--- config.mk ---
export PLATFORM = sky130hd
export DESIGN_NAME = pmw_power_ctrl
export DESIGN_NICKNAME = d
export VERILOG_FILES = /design/src/inc/pmw_pkg.sv /design/src/rtl/pmw_wake_qual.sv /design/src/rtl/pmw_power_ctrl.sv
export SDC_FILE = /design/constraint.sdc
export NUM_CORES = 1
export LEC_CHECK = 0
export BUFFER_PORTS_ARGS = -buffer_cell sky130_fd_sc_hd__buf_2
export CORE_AREA = 2 2 76 78
export DETAILED_ROUTE_END_ITERATION = 12
export DIE_AREA = 0 0 78 80
export GPL_ROUTABILITY_DRIVEN = 0
export PLACE_DENSITY = 0.74
export SYNTH_ARGS = -nofsm -noshare
export SYNTH_HDL_FRONTEND = slang
export SYNTH_HIERARCHICAL = 1
export SYNTH_SLANG_ARGS = --single-unit
--- constraint.sdc ---
create_clock -name clock -period 2.8 [get_ports clock]
set_input_delay 0.28 -clock clock [delete_from_list [all_inputs] [get_ports clock]]
set_output_delay 0.28 -clock clock [all_outputs]
set_load 0.005 [all_outputs]
--- src/inc/pmw_pkg.sv ---
// types and constants for the power mode and wake control block
// Overview of operation
// - deep power-down keeps only the clock domain and reset pin powered
// - deep power-down exits only on reset pin or clock alarm
// - second alarm flag raises a wake-capable alarm interrupt request
// - after deep power-down all state returns to reset defaults
// - all functional pins are high impedance in deep power-down
// - DMA active in sleep, partial in deep-sleep, off in power-down
// - serial units unclocked in deep-sleep; SPI/I2C slaves still wake
// - USART unclocked in deep-sleep; sync slave or 32 kHz still wakes
// - in sleep any controller-enabled interrupt wakes the processor
// - hardware wake request wakes from sleep and deep-sleep
// - pin interrupt wakes deep-sleep if controller and start enables set
// - brownout irq wakes deep-sleep with all enables and detector running
// - brownout reset from deep-sleep when its reset enable is set
// - watchdog irq wakes deep-sleep with oscillator, enables and feed
// - watchdog reset from deep-sleep with oscillator, enables and feed
// - second alarm wake needs oscillator, bus clock, count, start enable
// - kHz timer wake needs both oscillators, wake value, start enable
// - micro-tick wake needs oscillator, bus clock, start, start enable
// - each USB unit need-clock interrupt wakes from deep-sleep
package pmw_pkg;
    // one-hot mode states
    typedef enum logic [4:0] {
        ST_ACTIVE = 5'h01,
        ST_SLEEP = 5'h02,
        ST_DSLEEP = 5'h04,
        ST_DPD = 5'h08,
        ST_RESTART = 5'h10
    } pmw_state_t;
    typedef enum logic [1:0] {
        REQ_SLEEP = 2'h0,
        REQ_DSLEEP = 2'h1,
        REQ_DPD = 2'h2
    } pmw_req_t;
    typedef enum logic [1:0] {
        DMA_ACTIVE = 2'h0,
        DMA_PARTIAL = 2'h1,
        DMA_OFF = 2'h2
    } pmw_dma_t;
    localparam int NUM_PIN_IRQ = 8;
    // start-enable and interrupt-enable bit positions
    localparam int SE_PIN_LSB = 0;
    localparam int SE_BOD = 8;
    localparam int SE_WDT = 9;
    localparam int SE_RTC_ALARM = 10;
    localparam int SE_RTC_WAKE = 11;
    localparam int SE_MICRO_TICK_TIMER = 12;
    // restart hold time
    localparam int RST_HOLD_NS = 1000;
    localparam int CLK_PERIOD_NS = 20;
    localparam int RST_HOLD_CYC = (RST_HOLD_NS + CLK_PERIOD_NS - 1)
        / CLK_PERIOD_NS;
    localparam int RST_CNT_W = 8;
    typedef struct packed {
        logic [31:0] irq_enable;
        logic [31:0] wake_start_enable_0;
        logic [31:0] wake_start_enable_1;
        logic bod_irq_en;
        logic bod_reset_en;
        logic bod_keep_running;
        logic wdosc_powered;
        logic wdosc_keep_running;
        logic wdt_enable;
        logic wdt_reset_en;
        logic wdt_irq_en;
        logic wdt_fed;
        logic rtc_osc_1hz_en;
        logic rtc_osc_1khz_en;
        logic rtc_bus_clk_en;
        logic rtc_count_loaded;
        logic rtc_wake_loaded;
        logic micro_tick_timer_bus_clk_en;
        logic micro_tick_timer_started;
        logic spi_slave_mode;
        logic i2c_slave_mode;
        logic usart_sync_slave;
        logic usart_32k_mode;
    } pmw_cfg_t;
    typedef struct packed {
        logic [31:0] irq_pending;
        logic [NUM_PIN_IRQ-1:0] pin_irq;
        logic bod_irq;
        logic bod_reset;
        logic wdt_irq;
        logic wdt_reset;
        logic rtc_wake_irq;
        logic micro_tick_timer_irq;
        logic spi_irq;
        logic i2c_irq;
        logic usart_irq;
        logic full_speed_usb_need_clk;
        logic high_speed_usb_need_clk;
        logic enet_irq;
        logic dma_irq;
        logic hardware_wake_request;
    } pmw_evt_t;
    typedef struct packed {
        logic cpu_clk_en;
        logic main_clk_en;
        logic serial_clk_en;
        logic periph_clk_en;
        logic flash_standby;
        logic core_pwr_en;
        logic rtc_pwr_en;
        logic pad_hiz;
        logic sys_reset;
        pmw_dma_t dma_mode;
    } pmw_ctl_t;
    typedef struct packed {
        pmw_state_t st;
        pmw_ctl_t ctl;
        logic [RST_CNT_W-1:0] rst_cnt;
        logic alarm_irq;
        logic wake_pulse;
    } pmw_reg_t;
endpackage

--- src/rtl/pmw_wake_qual.sv ---
// wake source qualification for sleep, deep-sleep and power-down
`timescale 1ns/10ps
`default_nettype none
module pmw_wake_qual (
    input wire pmw_pkg::pmw_cfg_t cfg,
    input wire pmw_pkg::pmw_evt_t evt,
    input wire logic alarm_irq,
    output logic sleep_wake,
    output logic ds_wake,
    output logic ds_reset,
    output logic dpd_wake
);
    logic [31:0] se0;
    logic [31:0] ie;
    logic [pmw_pkg::NUM_PIN_IRQ-1:0] pin_ok;
    logic bod_ok, wdt_ok, alarm_ok, rtcw_ok, micro_tick_timer_ok, serial_ok;
    assign se0 = cfg.wake_start_enable_0;
    assign ie = cfg.irq_enable;
    assign sleep_wake = |(evt.irq_pending & ie)
        | evt.hardware_wake_request;
    assign pin_ok = evt.pin_irq
        & ie[pmw_pkg::SE_PIN_LSB +: pmw_pkg::NUM_PIN_IRQ]
        & (se0[pmw_pkg::SE_PIN_LSB +: pmw_pkg::NUM_PIN_IRQ]
        | cfg.wake_start_enable_1[pmw_pkg::SE_PIN_LSB
        +: pmw_pkg::NUM_PIN_IRQ]);
    assign bod_ok = evt.bod_irq & ie[pmw_pkg::SE_BOD]
        & se0[pmw_pkg::SE_BOD] & cfg.bod_irq_en
        & cfg.bod_keep_running;
    assign wdt_ok = evt.wdt_irq & cfg.wdosc_powered
        & cfg.wdosc_keep_running & ie[pmw_pkg::SE_WDT]
        & se0[pmw_pkg::SE_WDT] & cfg.wdt_enable & cfg.wdt_fed
        & cfg.wdt_irq_en;
    assign alarm_ok = alarm_irq & cfg.rtc_osc_1hz_en
        & cfg.rtc_bus_clk_en & cfg.rtc_count_loaded
        & se0[pmw_pkg::SE_RTC_ALARM];
    assign rtcw_ok = evt.rtc_wake_irq & cfg.rtc_osc_1hz_en
        & cfg.rtc_osc_1khz_en & cfg.rtc_wake_loaded
        & se0[pmw_pkg::SE_RTC_WAKE];
    assign micro_tick_timer_ok = evt.micro_tick_timer_irq & cfg.wdosc_powered
        & cfg.micro_tick_timer_bus_clk_en & cfg.micro_tick_timer_started
        & se0[pmw_pkg::SE_MICRO_TICK_TIMER];
    assign serial_ok = (evt.spi_irq & cfg.spi_slave_mode)
        | (evt.i2c_irq & cfg.i2c_slave_mode)
        | (evt.usart_irq & (cfg.usart_sync_slave
        | cfg.usart_32k_mode));
    assign ds_wake = |pin_ok | bod_ok | wdt_ok | alarm_ok | rtcw_ok
        | micro_tick_timer_ok | serial_ok | evt.hardware_wake_request
        | evt.full_speed_usb_need_clk
        | evt.high_speed_usb_need_clk
        | evt.enet_irq | evt.dma_irq;
    assign ds_reset = (evt.bod_reset & cfg.bod_reset_en)
        | (evt.wdt_reset & cfg.wdosc_powered & cfg.wdt_enable
        & cfg.wdt_reset_en & cfg.wdt_fed);
    // only the alarm; the reset pin is handled by the caller
    assign dpd_wake = alarm_irq;
endmodule
`default_nettype wire

--- src/rtl/pmw_power_ctrl.sv ---
// reduced power mode sequencer with wake qualification
`timescale 1ns/10ps
`default_nettype none
module pmw_power_ctrl #(
    parameter int RST_HOLD = pmw_pkg::RST_HOLD_CYC
) (
    input wire logic clock,
    input wire logic reset,
    input wire logic reset_pin_n,
    input wire logic enter_req,
    input wire pmw_pkg::pmw_req_t enter_mode,
    input wire logic rtc_second_alarm_flag,
    input wire pmw_pkg::pmw_cfg_t cfg,
    input wire pmw_pkg::pmw_evt_t evt,
    output pmw_pkg::pmw_state_t mode,
    output pmw_pkg::pmw_ctl_t ctl,
    output logic rtc_alarm_wake_irq,
    output logic wake_pulse
);
    localparam int RST_CNT_W = pmw_pkg::RST_CNT_W;

    pmw_pkg::pmw_reg_t r_q;
    pmw_pkg::pmw_reg_t r_d;
    logic sleep_wake;
    logic ds_wake;
    logic ds_reset;
    logic dpd_wake;
    logic pin_req;

    pmw_wake_qual u_qual (
        .cfg(cfg),
        .evt(evt),
        .alarm_irq(r_q.alarm_irq),
        .sleep_wake(sleep_wake),
        .ds_wake(ds_wake),
        .ds_reset(ds_reset),
        .dpd_wake(dpd_wake)
    );

    assign pin_req = ~reset_pin_n;

    // per-mode power, clock and pad controls
    function automatic pmw_pkg::pmw_ctl_t ctl_of(
        input pmw_pkg::pmw_state_t s
    );
        pmw_pkg::pmw_ctl_t c;
        c.cpu_clk_en = 1'b1;
        c.main_clk_en = 1'b1;
        c.serial_clk_en = 1'b1;
        c.periph_clk_en = 1'b1;
        c.flash_standby = 1'b0;
        c.core_pwr_en = 1'b1;
        c.rtc_pwr_en = 1'b1;
        c.pad_hiz = 1'b0;
        c.sys_reset = 1'b0;
        c.dma_mode = pmw_pkg::DMA_ACTIVE;
        unique case (s)
            pmw_pkg::ST_ACTIVE: begin
            end
            pmw_pkg::ST_SLEEP: begin
                c.cpu_clk_en = 1'b0;
                c.dma_mode = pmw_pkg::DMA_ACTIVE;
            end
            pmw_pkg::ST_DSLEEP: begin
                c.cpu_clk_en = 1'b0;
                c.main_clk_en = 1'b0;
                c.serial_clk_en = 1'b0;
                c.periph_clk_en = 1'b0;
                c.flash_standby = 1'b1;
                c.dma_mode = pmw_pkg::DMA_PARTIAL;
            end
            pmw_pkg::ST_DPD: begin
                c.cpu_clk_en = 1'b0;
                c.main_clk_en = 1'b0;
                c.serial_clk_en = 1'b0;
                c.periph_clk_en = 1'b0;
                c.core_pwr_en = 1'b0;
                c.pad_hiz = 1'b1;
                c.dma_mode = pmw_pkg::DMA_OFF;
            end
            pmw_pkg::ST_RESTART: begin
                c.cpu_clk_en = 1'b0;
                c.sys_reset = 1'b1;
            end
            default: begin
                c.sys_reset = 1'b1;
            end
        endcase
        return c;
    endfunction

    always_comb begin
        r_d = r_q;
        r_d.wake_pulse = 1'b0;
        // flag level from the clock domain drives the wake request
        r_d.alarm_irq = rtc_second_alarm_flag;
        unique case (r_q.st)
            pmw_pkg::ST_ACTIVE: begin
                if (pin_req) begin
                    r_d.st = pmw_pkg::ST_RESTART;
                end else if (enter_req) begin
                    unique case (enter_mode)
                        pmw_pkg::REQ_SLEEP: begin
                            r_d.st = pmw_pkg::ST_SLEEP;
                        end
                        pmw_pkg::REQ_DSLEEP: begin
                            r_d.st = pmw_pkg::ST_DSLEEP;
                        end
                        pmw_pkg::REQ_DPD: begin
                            r_d.st = pmw_pkg::ST_DPD;
                        end
                        default: begin
                            r_d.st = pmw_pkg::ST_ACTIVE;
                        end
                    endcase
                end
            end
            pmw_pkg::ST_SLEEP: begin
                if (pin_req) begin
                    r_d.st = pmw_pkg::ST_RESTART;
                end else if (sleep_wake) begin
                    r_d.st = pmw_pkg::ST_ACTIVE;
                    r_d.wake_pulse = 1'b1;
                end
            end
            pmw_pkg::ST_DSLEEP: begin
                if (pin_req || ds_reset) begin
                    r_d.st = pmw_pkg::ST_RESTART;
                end else if (ds_wake) begin
                    r_d.st = pmw_pkg::ST_ACTIVE;
                    r_d.wake_pulse = 1'b1;
                end
            end
            pmw_pkg::ST_DPD: begin
                // nothing survives, so any exit is a full restart
                if (pin_req || dpd_wake) begin
                    r_d.st = pmw_pkg::ST_RESTART;
                end
            end
            pmw_pkg::ST_RESTART: begin
                if (pin_req) begin
                    r_d.rst_cnt = RST_CNT_W'(RST_HOLD - 1);
                end else if (r_q.rst_cnt == '0) begin
                    r_d.st = pmw_pkg::ST_ACTIVE;
                    r_d.wake_pulse = 1'b1;
                end else begin
                    r_d.rst_cnt = r_q.rst_cnt - 1'b1;
                end
            end
            default: begin
                r_d.st = pmw_pkg::ST_RESTART;
            end
        endcase
        if (r_d.st == pmw_pkg::ST_RESTART &&
            r_q.st != pmw_pkg::ST_RESTART) begin
            r_d.rst_cnt = RST_CNT_W'(RST_HOLD - 1);
        end
        r_d.ctl = ctl_of(r_d.st);
    end

    always_ff @(posedge clock) begin
        if (reset) begin
            r_q.st <= pmw_pkg::ST_ACTIVE;
            r_q.ctl.cpu_clk_en <= 1'b1;
            r_q.ctl.main_clk_en <= 1'b1;
            r_q.ctl.serial_clk_en <= 1'b1;
            r_q.ctl.periph_clk_en <= 1'b1;
            r_q.ctl.flash_standby <= 1'b0;
            r_q.ctl.core_pwr_en <= 1'b1;
            r_q.ctl.rtc_pwr_en <= 1'b1;
            r_q.ctl.pad_hiz <= 1'b0;
            r_q.ctl.sys_reset <= 1'b0;
            r_q.ctl.dma_mode <= pmw_pkg::DMA_ACTIVE;
            r_q.rst_cnt <= '0;
            r_q.alarm_irq <= 1'b0;
            r_q.wake_pulse <= 1'b0;
        end else begin
            r_q <= r_d;
        end
    end

    assign mode = r_q.st;
    assign ctl = r_q.ctl;
    assign rtc_alarm_wake_irq = r_q.alarm_irq;
    assign wake_pulse = r_q.wake_pulse;

    a_dpd_power_off:
    assert property (@(posedge clock) disable iff (reset)
        r_q.st == pmw_pkg::ST_DPD |->
        !r_q.ctl.core_pwr_en && r_q.ctl.rtc_pwr_en)
    else $error("power-down left core powered or clock domain off");

    a_dpd_pads_hiz:
    assert property (@(posedge clock) disable iff (reset)
        r_q.st == pmw_pkg::ST_DPD |-> r_q.ctl.pad_hiz)
    else $error("pads driven in power-down");

    a_dpd_exit_only:
    assert property (@(posedge clock) disable iff (reset)
        r_q.st == pmw_pkg::ST_DPD && reset_pin_n && !r_q.alarm_irq
        |=> r_q.st == pmw_pkg::ST_DPD)
    else $error("power-down left without reset pin or alarm");

    a_alarm_irq_follow:
    assert property (@(posedge clock) disable iff (reset)
        rtc_second_alarm_flag |=> rtc_alarm_wake_irq)
    else $error("alarm flag did not raise wake request");

    a_restart_hold:
    assert property (@(posedge clock) disable iff (reset)
        r_q.st == pmw_pkg::ST_DPD && r_q.alarm_irq
        |=> r_q.ctl.sys_reset && r_q.rst_cnt == RST_CNT_W'(RST_HOLD - 1))
    else $error("restart did not load full hold count");

    a_restart_done:
    assert property (@(posedge clock) disable iff (reset)
        r_q.st == pmw_pkg::ST_RESTART && r_q.rst_cnt == '0 && reset_pin_n
        |=> r_q.st == pmw_pkg::ST_ACTIVE && wake_pulse
        && !r_q.ctl.sys_reset)
    else $error("restart did not end in active");

    a_dma_by_mode:
    assert property (@(posedge clock) disable iff (reset)
        (r_q.st == pmw_pkg::ST_DSLEEP) ==
        (r_q.ctl.dma_mode == pmw_pkg::DMA_PARTIAL))
    else $error("dma mode wrong for deep-sleep");

    a_ds_serial_off:
    assert property (@(posedge clock) disable iff (reset)
        r_q.st == pmw_pkg::ST_DSLEEP |-> !r_q.ctl.serial_clk_en)
    else $error("serial clock running in deep-sleep");

    a_sleep_wakeup:
    assert property (@(posedge clock) disable iff (reset)
        r_q.st == pmw_pkg::ST_SLEEP && reset_pin_n
        && |(evt.irq_pending & cfg.irq_enable)
        |=> r_q.st == pmw_pkg::ST_ACTIVE ##1 !wake_pulse)
    else $error("enabled interrupt did not wake from sleep");

    a_hw_wake_ds:
    assert property (@(posedge clock) disable iff (reset)
        r_q.st == pmw_pkg::ST_DSLEEP && reset_pin_n && !ds_reset
        && evt.hardware_wake_request |=> r_q.st == pmw_pkg::ST_ACTIVE)
    else $error("hardware wake ignored in deep-sleep");

    a_ds_reset_go:
    assert property (@(posedge clock) disable iff (reset)
        r_q.st == pmw_pkg::ST_DSLEEP && evt.bod_reset && cfg.bod_reset_en
        |=> r_q.st == pmw_pkg::ST_RESTART)
    else $error("brownout reset ignored in deep-sleep");

    a_pin_any_mode:
    assert property (@(posedge clock) disable iff (reset)
        !reset_pin_n && r_q.st != pmw_pkg::ST_RESTART
        |=> r_q.st == pmw_pkg::ST_RESTART)
    else $error("reset pin did not restart");
endmodule
`default_nettype wire

=== Word level (Yosys, flattened, before mapping) ===
Cells that the tools add are included.

* Register bits after elaboration: 26
* Input bits: 177
* Output and inout bits: 18
* Word-level logic and storage cells: 126

* Add/sub/neg operators: 1
* Equal/unequal tests: 15
* Muxes and demuxes: 29
* Bitwise gates (word level): 52
* Reduce and logical (&&, ||, !) cells: 14

{| class="wikitable"
|+ Operators with widths
! cell !! count
|-
| $mux 5 || 9
|-
| $and 32x32->32 || 1
|-
| $reduce_or 32->1 || 1
|-
| $and 1x1->1 || 31
|-
| $pmux 5 s5 || 1
|-
| $and 8x8->8 || 2
|-
| $mux 8 || 2
|-
| $or 1x1->1 || 16
|-
| $mux 6 || 2
|-
| $pmux 4 s3 || 1
|-
| $mux 1 || 11
|-
| $eq 5x1->1 const B || 2
|-
| $eq 5x2->1 const B || 2
|-
| $eq 5x3->1 const B || 2
|-
| $eq 5x4->1 const B || 2
|-
| $eq 5x5->1 const B || 2
|-
| $logic_not 8->1 || 1
|-
| $or 8x8->8 || 1
|-
| $reduce_or 4->1 || 2
|-
| $reduce_or 8->1 || 1
|-
| $sub 8x1->8 const B || 1
|-
| $ne 5x5->1 const B || 1
|-
| $pmux 2 s2 || 1
|-
| $reduce_and 2->1 || 2
|-
| other kinds (12) || 14
|}

=== Depth between registers and ports, before layout ===
Gate-level depths: netlist (run 1).

* Word-level depth: 24
* Gate-level depth with buffers: 8
* Mapped depth without buffers: 8

=== By module ===
The synthesis (run 1) kept the hierarchy.

{| class="wikitable"
|+ Modules (own cells, without submodules)
! module !! times used !! cells an instance !! area an instance (um^2) !! seq. area each (um^2)
|-
| pmw_power_ctrl || 1 || 144 || 1305.0 || 440.4
|-
| pmw_wake_qual || 1 || 56 || 360.3 || 0.0
|}

=== Worst setup path after synthesis (run 1) ===
No wires, ideal clock.

* Path kind: register to register
* From: register r_q (netlist bit mode[0])
* To: register ctl[9] (netlist name)
* Library setup time: 0.126 ns
* Arrival: 1.596 ns
* Data required time: 2.674 ns
* Setup slack: 1.078 ns
* Cell stages (with the launch flop): 6
* Path buffers: 1
* Clock period less this slack: 1.722 ns
* Cell sequence: dfxtp_1 clkbuf_1 or3_1 or4_1 a21oi_2 nor2_1

* Longest elaborated chain between the ends: 6
* Elaborated cells on any way between the ends: 19
* Those cells by class: eq/ne (7); mux (11); reduce/logical (1)

{| class="wikitable"
|+ RTL lines
! element !! RTL line !! RTL
|-
| start, declared || pmw_power_ctrl.sv:22 || <nowiki>pmw_pkg::pmw_reg_t r_q;</nowiki>
|-
| start signal, assigned || pmw_power_ctrl.sv:178 || <nowiki>r_q <= r_d;</nowiki>
|-
| $mux 5 (on tied branches) (2 in series) || - ||
|-
| $pmux 5 s5 * || pmw_power_ctrl.sv:97 || <nowiki>unique case (r_q.st)</nowiki>
|-
| $eq 5x4->1 or $eq 5x3->1 (tied branches) || pmw_power_ctrl.sv:57 || <nowiki>unique case (s)</nowiki>
|-
| $reduce_or 2->1 (no line) * || - ||
|-
| $mux 3 * || pmw_power_ctrl.sv:57 ||
|}

Every way passes the cells marked *; elsewhere a longest branch is shown, timed or not.
A chain may end at the register's enable or synchronous reset.

=== Final worst setup path (run 1) ===
* From: register r_q (netlist bit mode[4])
* To: register r_q[9] (netlist name)

* Longest elaborated chain between the ends: 6
* Elaborated cells on any way between the ends: 20
* Those cells by class: eq/ne (7); mux (10); reduce/logical (3)

{| class="wikitable"
|+ RTL lines
! element !! RTL line !! RTL
|-
| $mux 5 (on tied branches) (2 in series) || - ||
|-
| $pmux 5 s5 || pmw_power_ctrl.sv:97 ||
|-
| $eq 5x5->1 || pmw_power_ctrl.sv:154 || <nowiki>if (r_d.st == pmw_pkg::ST_RESTART &&</nowiki>
|-
| $logic_and 1x1->1 || pmw_power_ctrl.sv:154 ||
|-
| $reduce_or 2->1 (no line) || - ||
|}

Parallel ways exist; a longest one is shown, timed or not.

==> results of run 1 <==
-- synth_stat cells (5+ instances only) --
master	count	area share
mux2i_1	5	0.030
nand4_1	12	0.045
dfxtp_1	22	0.26
nor4_1	7	0.026
buf_4	18	0.081
nor2_1	11	0.025
a22oi_1	13	0.059
nand2_1	12	0.027
inv_1	9	0.020
a31oi_1	5	0.019
o211ai_1	8	0.036
a21oi_1	6	0.018
-- power groups by stage --
stage | Sequential, W | Clock (W) | Combinational [W]
3_3_place_gp | 0.000357 | 0 | 0.000270
5_1_grt | 0.000354 | 0.000245 | 0.000306
3_5_place_dp | 0.000358 | 0 | 0.000275
6_report | 0.000352 | 0.000229 | 0.000279
4_1_cts | 0.000350 | 0.000233 | 0.000276
2_1_floorplan | 0.000346 | 0 | 0.000149
-- per-stage QoR --
stage / util / instances / setup WS [ns] / power [W]
3_5_place_dp: 0.433 / 397 / 0.696 / 0.000633
3_3_place_gp: 0.433 / 397 / 0.698 / 0.000627
2_1_floorplan: - / 200 / 1.08 / 0.000495
6_report: 0.444 / 403 / 0.637 / 0.000860
5_1_grt: 0.443 / 401 / 0.494 / 0.000905
4_1_cts: 0.443 / 401 / 0.684 / 0.000859
-- per-layer routing --
layer  GRT usage  share of wire
met1       0.379           0.47
met2       0.339           0.36
met3      0.0781           0.16
met4      0.0526         0.0098
met5           0              0
-- state kept, by name, indices dropped and copies added, names as in the netlist --
register / flops
ctl: 7
mode: 5
r_q: 8
rtc_alarm_wake_irq: 1
wake_pulse: 1
-- critical path, cell delays in order (launching register included) --
cell       delay (ns)
dfxtp_1          0.56
or4b_1           0.70
nor3b_4          0.30
nand4_1          0.14
a2111oi_2        0.36
-- how the worst min path moves through the flow --
stage	startpoint	to	cells past startpoint
CTS	rtc_second_alarm_flag	rtc_alarm_wake_irq	2
global placement	rtc_second_alarm_flag	rtc_alarm_wake_irq	2
detailed placement	rtc_second_alarm_flag	rtc_alarm_wake_irq	2
finish	rtc_second_alarm_flag	rtc_alarm_wake_irq	2
global route	rtc_second_alarm_flag	rtc_alarm_wake_irq	2
floorplan	reset	rtc_alarm_wake_irq	1
-- layout make-up --
cell class	count	area, sq um	area share
clock buffers	4	55.1	0.0229
flip-flops and latches	22	440	0.183
diodes	2	5.00	0.00208
well taps	72	90.1	0.0375
inverters	9	33.8	0.0141
multi-input cells	144	1030	0.427
repair buffers	150	751	0.313
-- cells by family after synthesis --
| family | synth area share |
|---|---|
| adder cells (fa/ha/maj) | 0.00751 |
| AO/OA/AOI/OAI | 0.269 |
| XOR/XNOR | 0.0158 |
| buffers and inverters | 0.119 |
| multiplexers | 0.0301 |
| other | 0.00225 |
| AND/OR/NAND/NOR | 0.292 |
| flip-flops | 0.264 |
==> impl_results.md, run 1 <==
* Maximum clock frequency at 462 MHz
* Layout cell share with drive strength beyond 1 at 0.511
* Final wirelength at 7.75 mm
* Finished Cell Area at roughly 2400 sq um
* Clock transition at the registers of the reported paths at ~0.08 ns
* Antenna viol nets, final at 0
* Asr flop ratio synth at 0
* DR WL/cell at just under 20 um
* # H-tree levels at 1
* Switching Share at 0.312
* Synth-to-layout area growth at 44.2%
* Unrepaired setup endpoints after global routing: false
* Most common cell after layout, fill and taps aside: buf_2
* Sequential fraction of the synthesis area at 0.264
* Syn. warnings at 6
* Clk_skew at ~0.0024 ns
* R2R cell count at 4
* CP Max Fanout at 12
* Sw power at approximately 0.00027 W
* Nets at 508
* Fill count at 560
* CTS root buffer: clkbuf_8
* EDFF count, synth at 0
* Largest net degree at the start of global routing at 18
* Drc violations at 0
* Clk Latency, worst-skew pair at 0.27 ns
* Outcome: complete, no violations
* CTS sink count at 22
* Cell Int Power at a little under 0.0006 W
* Gr ovfl total at 0
* Slew margin rel. at 0.465
* Most frequent cells in the layout: 150 x buf_2, 22 x dfxtp_1, 13 x a22oi_1
* Part of the cycle the worst path needs at 0.772
* Chip Width at 78 um
* Leakage at 1.10 nW
* Initial antenna violation count at 2
* Clock power share at 0.267
* Combinational share of power at 0.325
* Initial core utilization at 0.308
* Io pins at 195
* Synthesized net count at between 300 and 400
* Core area at 5410 sq um
* Crit path launch: mode[4]
* CTS tree: built
* HP Class: input port to register
* Bufs on Longest Clock Path at 2
* Syn Area/Cell at 8.33 sq um
* Global-route wire length before repair at roughly 11 mm
* Register share of total power at 0.409
* Reg2reg start: mode[4]
* R2r setup slk at between 0.6 and 0.7 ns
* Final min period at 2.16 ns
* # Post-CTS Setup Buffers at 0
* FF-to-FF End: r_q[9]
* Vias in the first global route at 2053
* Worst-margin pin slew at 0.797 ns
* GRT Overall Usage at 0.250
* Pwr Density at 358 nW/um^2
* Hold_ws at 0.234 ns
* Setup violations, final at 0
* Slew Viols, Final at 0
* Post-DP HPWL at 6.86 mm
* Arrival time worst endpoint at 2.33 ns
* Synth unique cells at 49
* WS Path Type: register to register
* Yosys reg bits at 22
* Fin Setup TNS at 0 ns
* Most used DFF post-synth: dfxtp_1
* Post_cts resized at 0
* Post-CTS Hold Buffers at 0
* Initial drt markers at 327
* CTS Buf Count at 3
* Die H at ~80 um
* CP startpoint kind: register
* Critical Path End: r_q[9]
* DRT Pass-1 Iters at 5
* Crit. End Element: register
* Req. time, crit path at approximately 3 ns
* Die area at 6240 sq um
* Synth Instances at 200
* Core Rows at 27
* Vias per Instance at between 5 and 6
* Port buffer count at 150
* Area after DPL at ~2300 sq um
* Vias at about 2200
* Max-Cap Viols at 0
* Synth Cell Area at 1670 sq um
* Final Hold Viols at 0
* Maximum VDD drop at 0.207 mV
Power figures use the tool's default switching activity.
==> inputs of run 2 (changes only) <==
==> constraint.sdc (replaced) <==
create_clock -name clock -period 2 [get_ports clock]
set_input_delay 0.2 -clock clock [delete_from_list [all_inputs] [get_ports clock]]
set_output_delay 0.2 -clock clock [all_outputs]
set_load 0.005 [all_outputs]
==> impl_results.md, run 2 (synthesized netlist as in run 1, its figures left out) <==
* # H-tree levels at 1
* Chip Width at 78 um
* Layout cell share with drive strength beyond 1 at 0.532
* Fin Setup TNS at 0 ns
* Max-Cap Viols at 0
* Req. time, crit path at 2.17 ns
* Power Total at around 0.0013 W
* Initial drt markers at 260
* Worst Hold Launch: rtc_second_alarm_flag
* CTS Buf Count at 3
* Register share of total power at 0.360
* HP Class: input port to register
* Most frequent cells in the layout: 150 x buf_2, 22 x dfxtp_1, 13 x a22oi_1
* Hold depth at 2
* FF-to-FF End: r_q[9]
* Io pins at just under 200
* Critical Path Max Stage Delay at 0.52 ns
* Vias at 2229
* Vias in the first global route at 2165
* Antenna viol nets, final at 0
* Initial antenna violation count at 1
* Final Hold Viols at 0
* Post-DP HPWL at 6.87 mm
* Slew Viols, Final at 0
* Slowest cell on crit path: or4b_1
* Final wirelength at 7.80 mm
* Die area at 6240 sq um
* Gr ovfl total at 0
* Reg2reg start: mode[1]
* WS Path Type: register to register
* Clk_skew at 0.00214 ns
* Vias per Instance at ~5.4
* Nets at 519
* Most common cell after layout, fill and taps aside: buf_2
* Initial core utilization at 0.308
* CP Max Fanout at 10
* Crit. End Element: register
* DRT Pass-1 Iters at 5
* Die H at 80 um
* Largest net degree at the start of global routing at 15
* Core area at 5410 sq um
* Max reg flops at 8
* CTS root buffer: clkbuf_8
* Biggest register: r_q
* Hold Crit Endpoint: rtc_alarm_wake_irq
* Clock transition at the registers of the reported paths at 0.08 ns
* Bufs on Longest Clock Path at 2
* Switching Share at 0.293
* Clk Latency, worst-skew pair at 0.27 ns
* Outcome: complete, no violations
* Part of the cycle the worst path needs at 0.930
* R2R cell count at 5
* Cell Int Power at 0.000941 W
* Clock power share at 0.315
* Synth-to-layout area growth at 50.7%
* Critical Path, Cell by Cell: or4b_1, buf_4, nor3b_4, nand4_1, a2111oi_2
* Unrepaired setup endpoints after global routing: false
* Maximum VDD drop at 0.285 mV
* Port buffer count at 150
* Pwr Density at 530 nW/um^2
* DR WL/cell at 18.9 um
* GRT Overall Usage at 0.255
* Fill count at 545
* R2r setup slk at 0.14 ns
* Global-route wire length before repair at 11.8 mm
* CTS sink count at 22
* Final min period at 1.86 ns
* Core Rows at 27
* Setup violations, final at 0
* Combinational share of power at 0.325
* Leakage at ~1.2 nW
* Maximum clock frequency at 538 MHz
* Drc violations at 0
* Sw power at 0.000390 W
* Arrival time worst endpoint at 2.03 ns
* CTS tree: built
* CP startpoint kind: register
## run 2: final cells by class
class | instances | area [sq um] | share of cell area
tap | 72 | 90.1 | 0.0359
inverter | 9 | 33.8 | 0.0135
clock inverter | 1 | 30.0 | 0.0120
sequential | 22 | 440 | 0.175
antenna | 1 | 2.50 | 0.000997
multi-input combinational | 144 | 1040 | 0.414
clock buffer | 3 | 41.3 | 0.0165
timing repair buffer | 161 | 833 | 0.332
## run 2: through the flow
| step | util | worst slack (ns) | hold WS [ns] | cell area (sq um) | std cells |
|---|---|---|---|---|---|
| global route | 0.464 | 0.0302 | 0.194 | 2510 | 412 |
| CTS | 0.460 | 0.0974 | 0.164 | 2490 | 411 |
| finish | 0.464 | 0.140 | 0.163 | 2510 | 413 |
| global placement | 0.447 | 0.0215 | 0.423 | 2420 | 407 |
| floorplan | - | 0.278 | 0.272 | 1670 | 200 |
| detailed placement | 0.447 | 0.0182 | 0.436 | 2420 | 407 |
## run 2: worst max-delay path by stage
stage	from	end	slack, ns
CTS	mode[1]	r_q[9]	0.1
finish	mode[1]	r_q[9]	0.14
global route	mode[1]	r_q[9]	0.03
global placement	evt[0]	ctl[9]	0.02
detailed placement	evt[0]	ctl[9]	0.02
floorplan	mode[0]	ctl[9]	0.28
## run 2: repair_timing
action / CTS / global route
gates resized for setup: 0 / 3
setup buffers: 0 / 1
endpoints found under the setup margin: 0 / 3
hold buffers: 0 / 0
## run 2: worst max-delay path: cells and delay by family, from the launching register on
family | cells | cell delay, ns
and+or+nand+nor | 3 | 0.90
buffers and inverters | 1 | 0.20
DFF | 1 | 0.35
AOI/OAI and AO/OA | 1 | 0.31
## run 2: routing by layer
metal	up-vias	track usage	wire, um
li1	1048	-	-
met1	995	0.408	3870
met2	180	0.342	2800
met3	6	0.0566	1070
met4	0	0.0421	56
met5	-	0	0
## run 2: power groups by stage
| stage | Sequential, W | Clock, W | Combinational [W] |
|---|---|---|---|
| 6_report | 0.000479 | 0.000419 | 0.000433 |
| 5_1_grt | 0.000482 | 0.000444 | 0.000472 |
| 4_1_cts | 0.000478 | 0.000421 | 0.000421 |
| 3_5_place_dp | 0.000489 | 0 | 0.000419 |
| 3_3_place_gp | 0.000488 | 0 | 0.000412 |
| 2_1_floorplan | 0.000484 | 0 | 0.000208 |
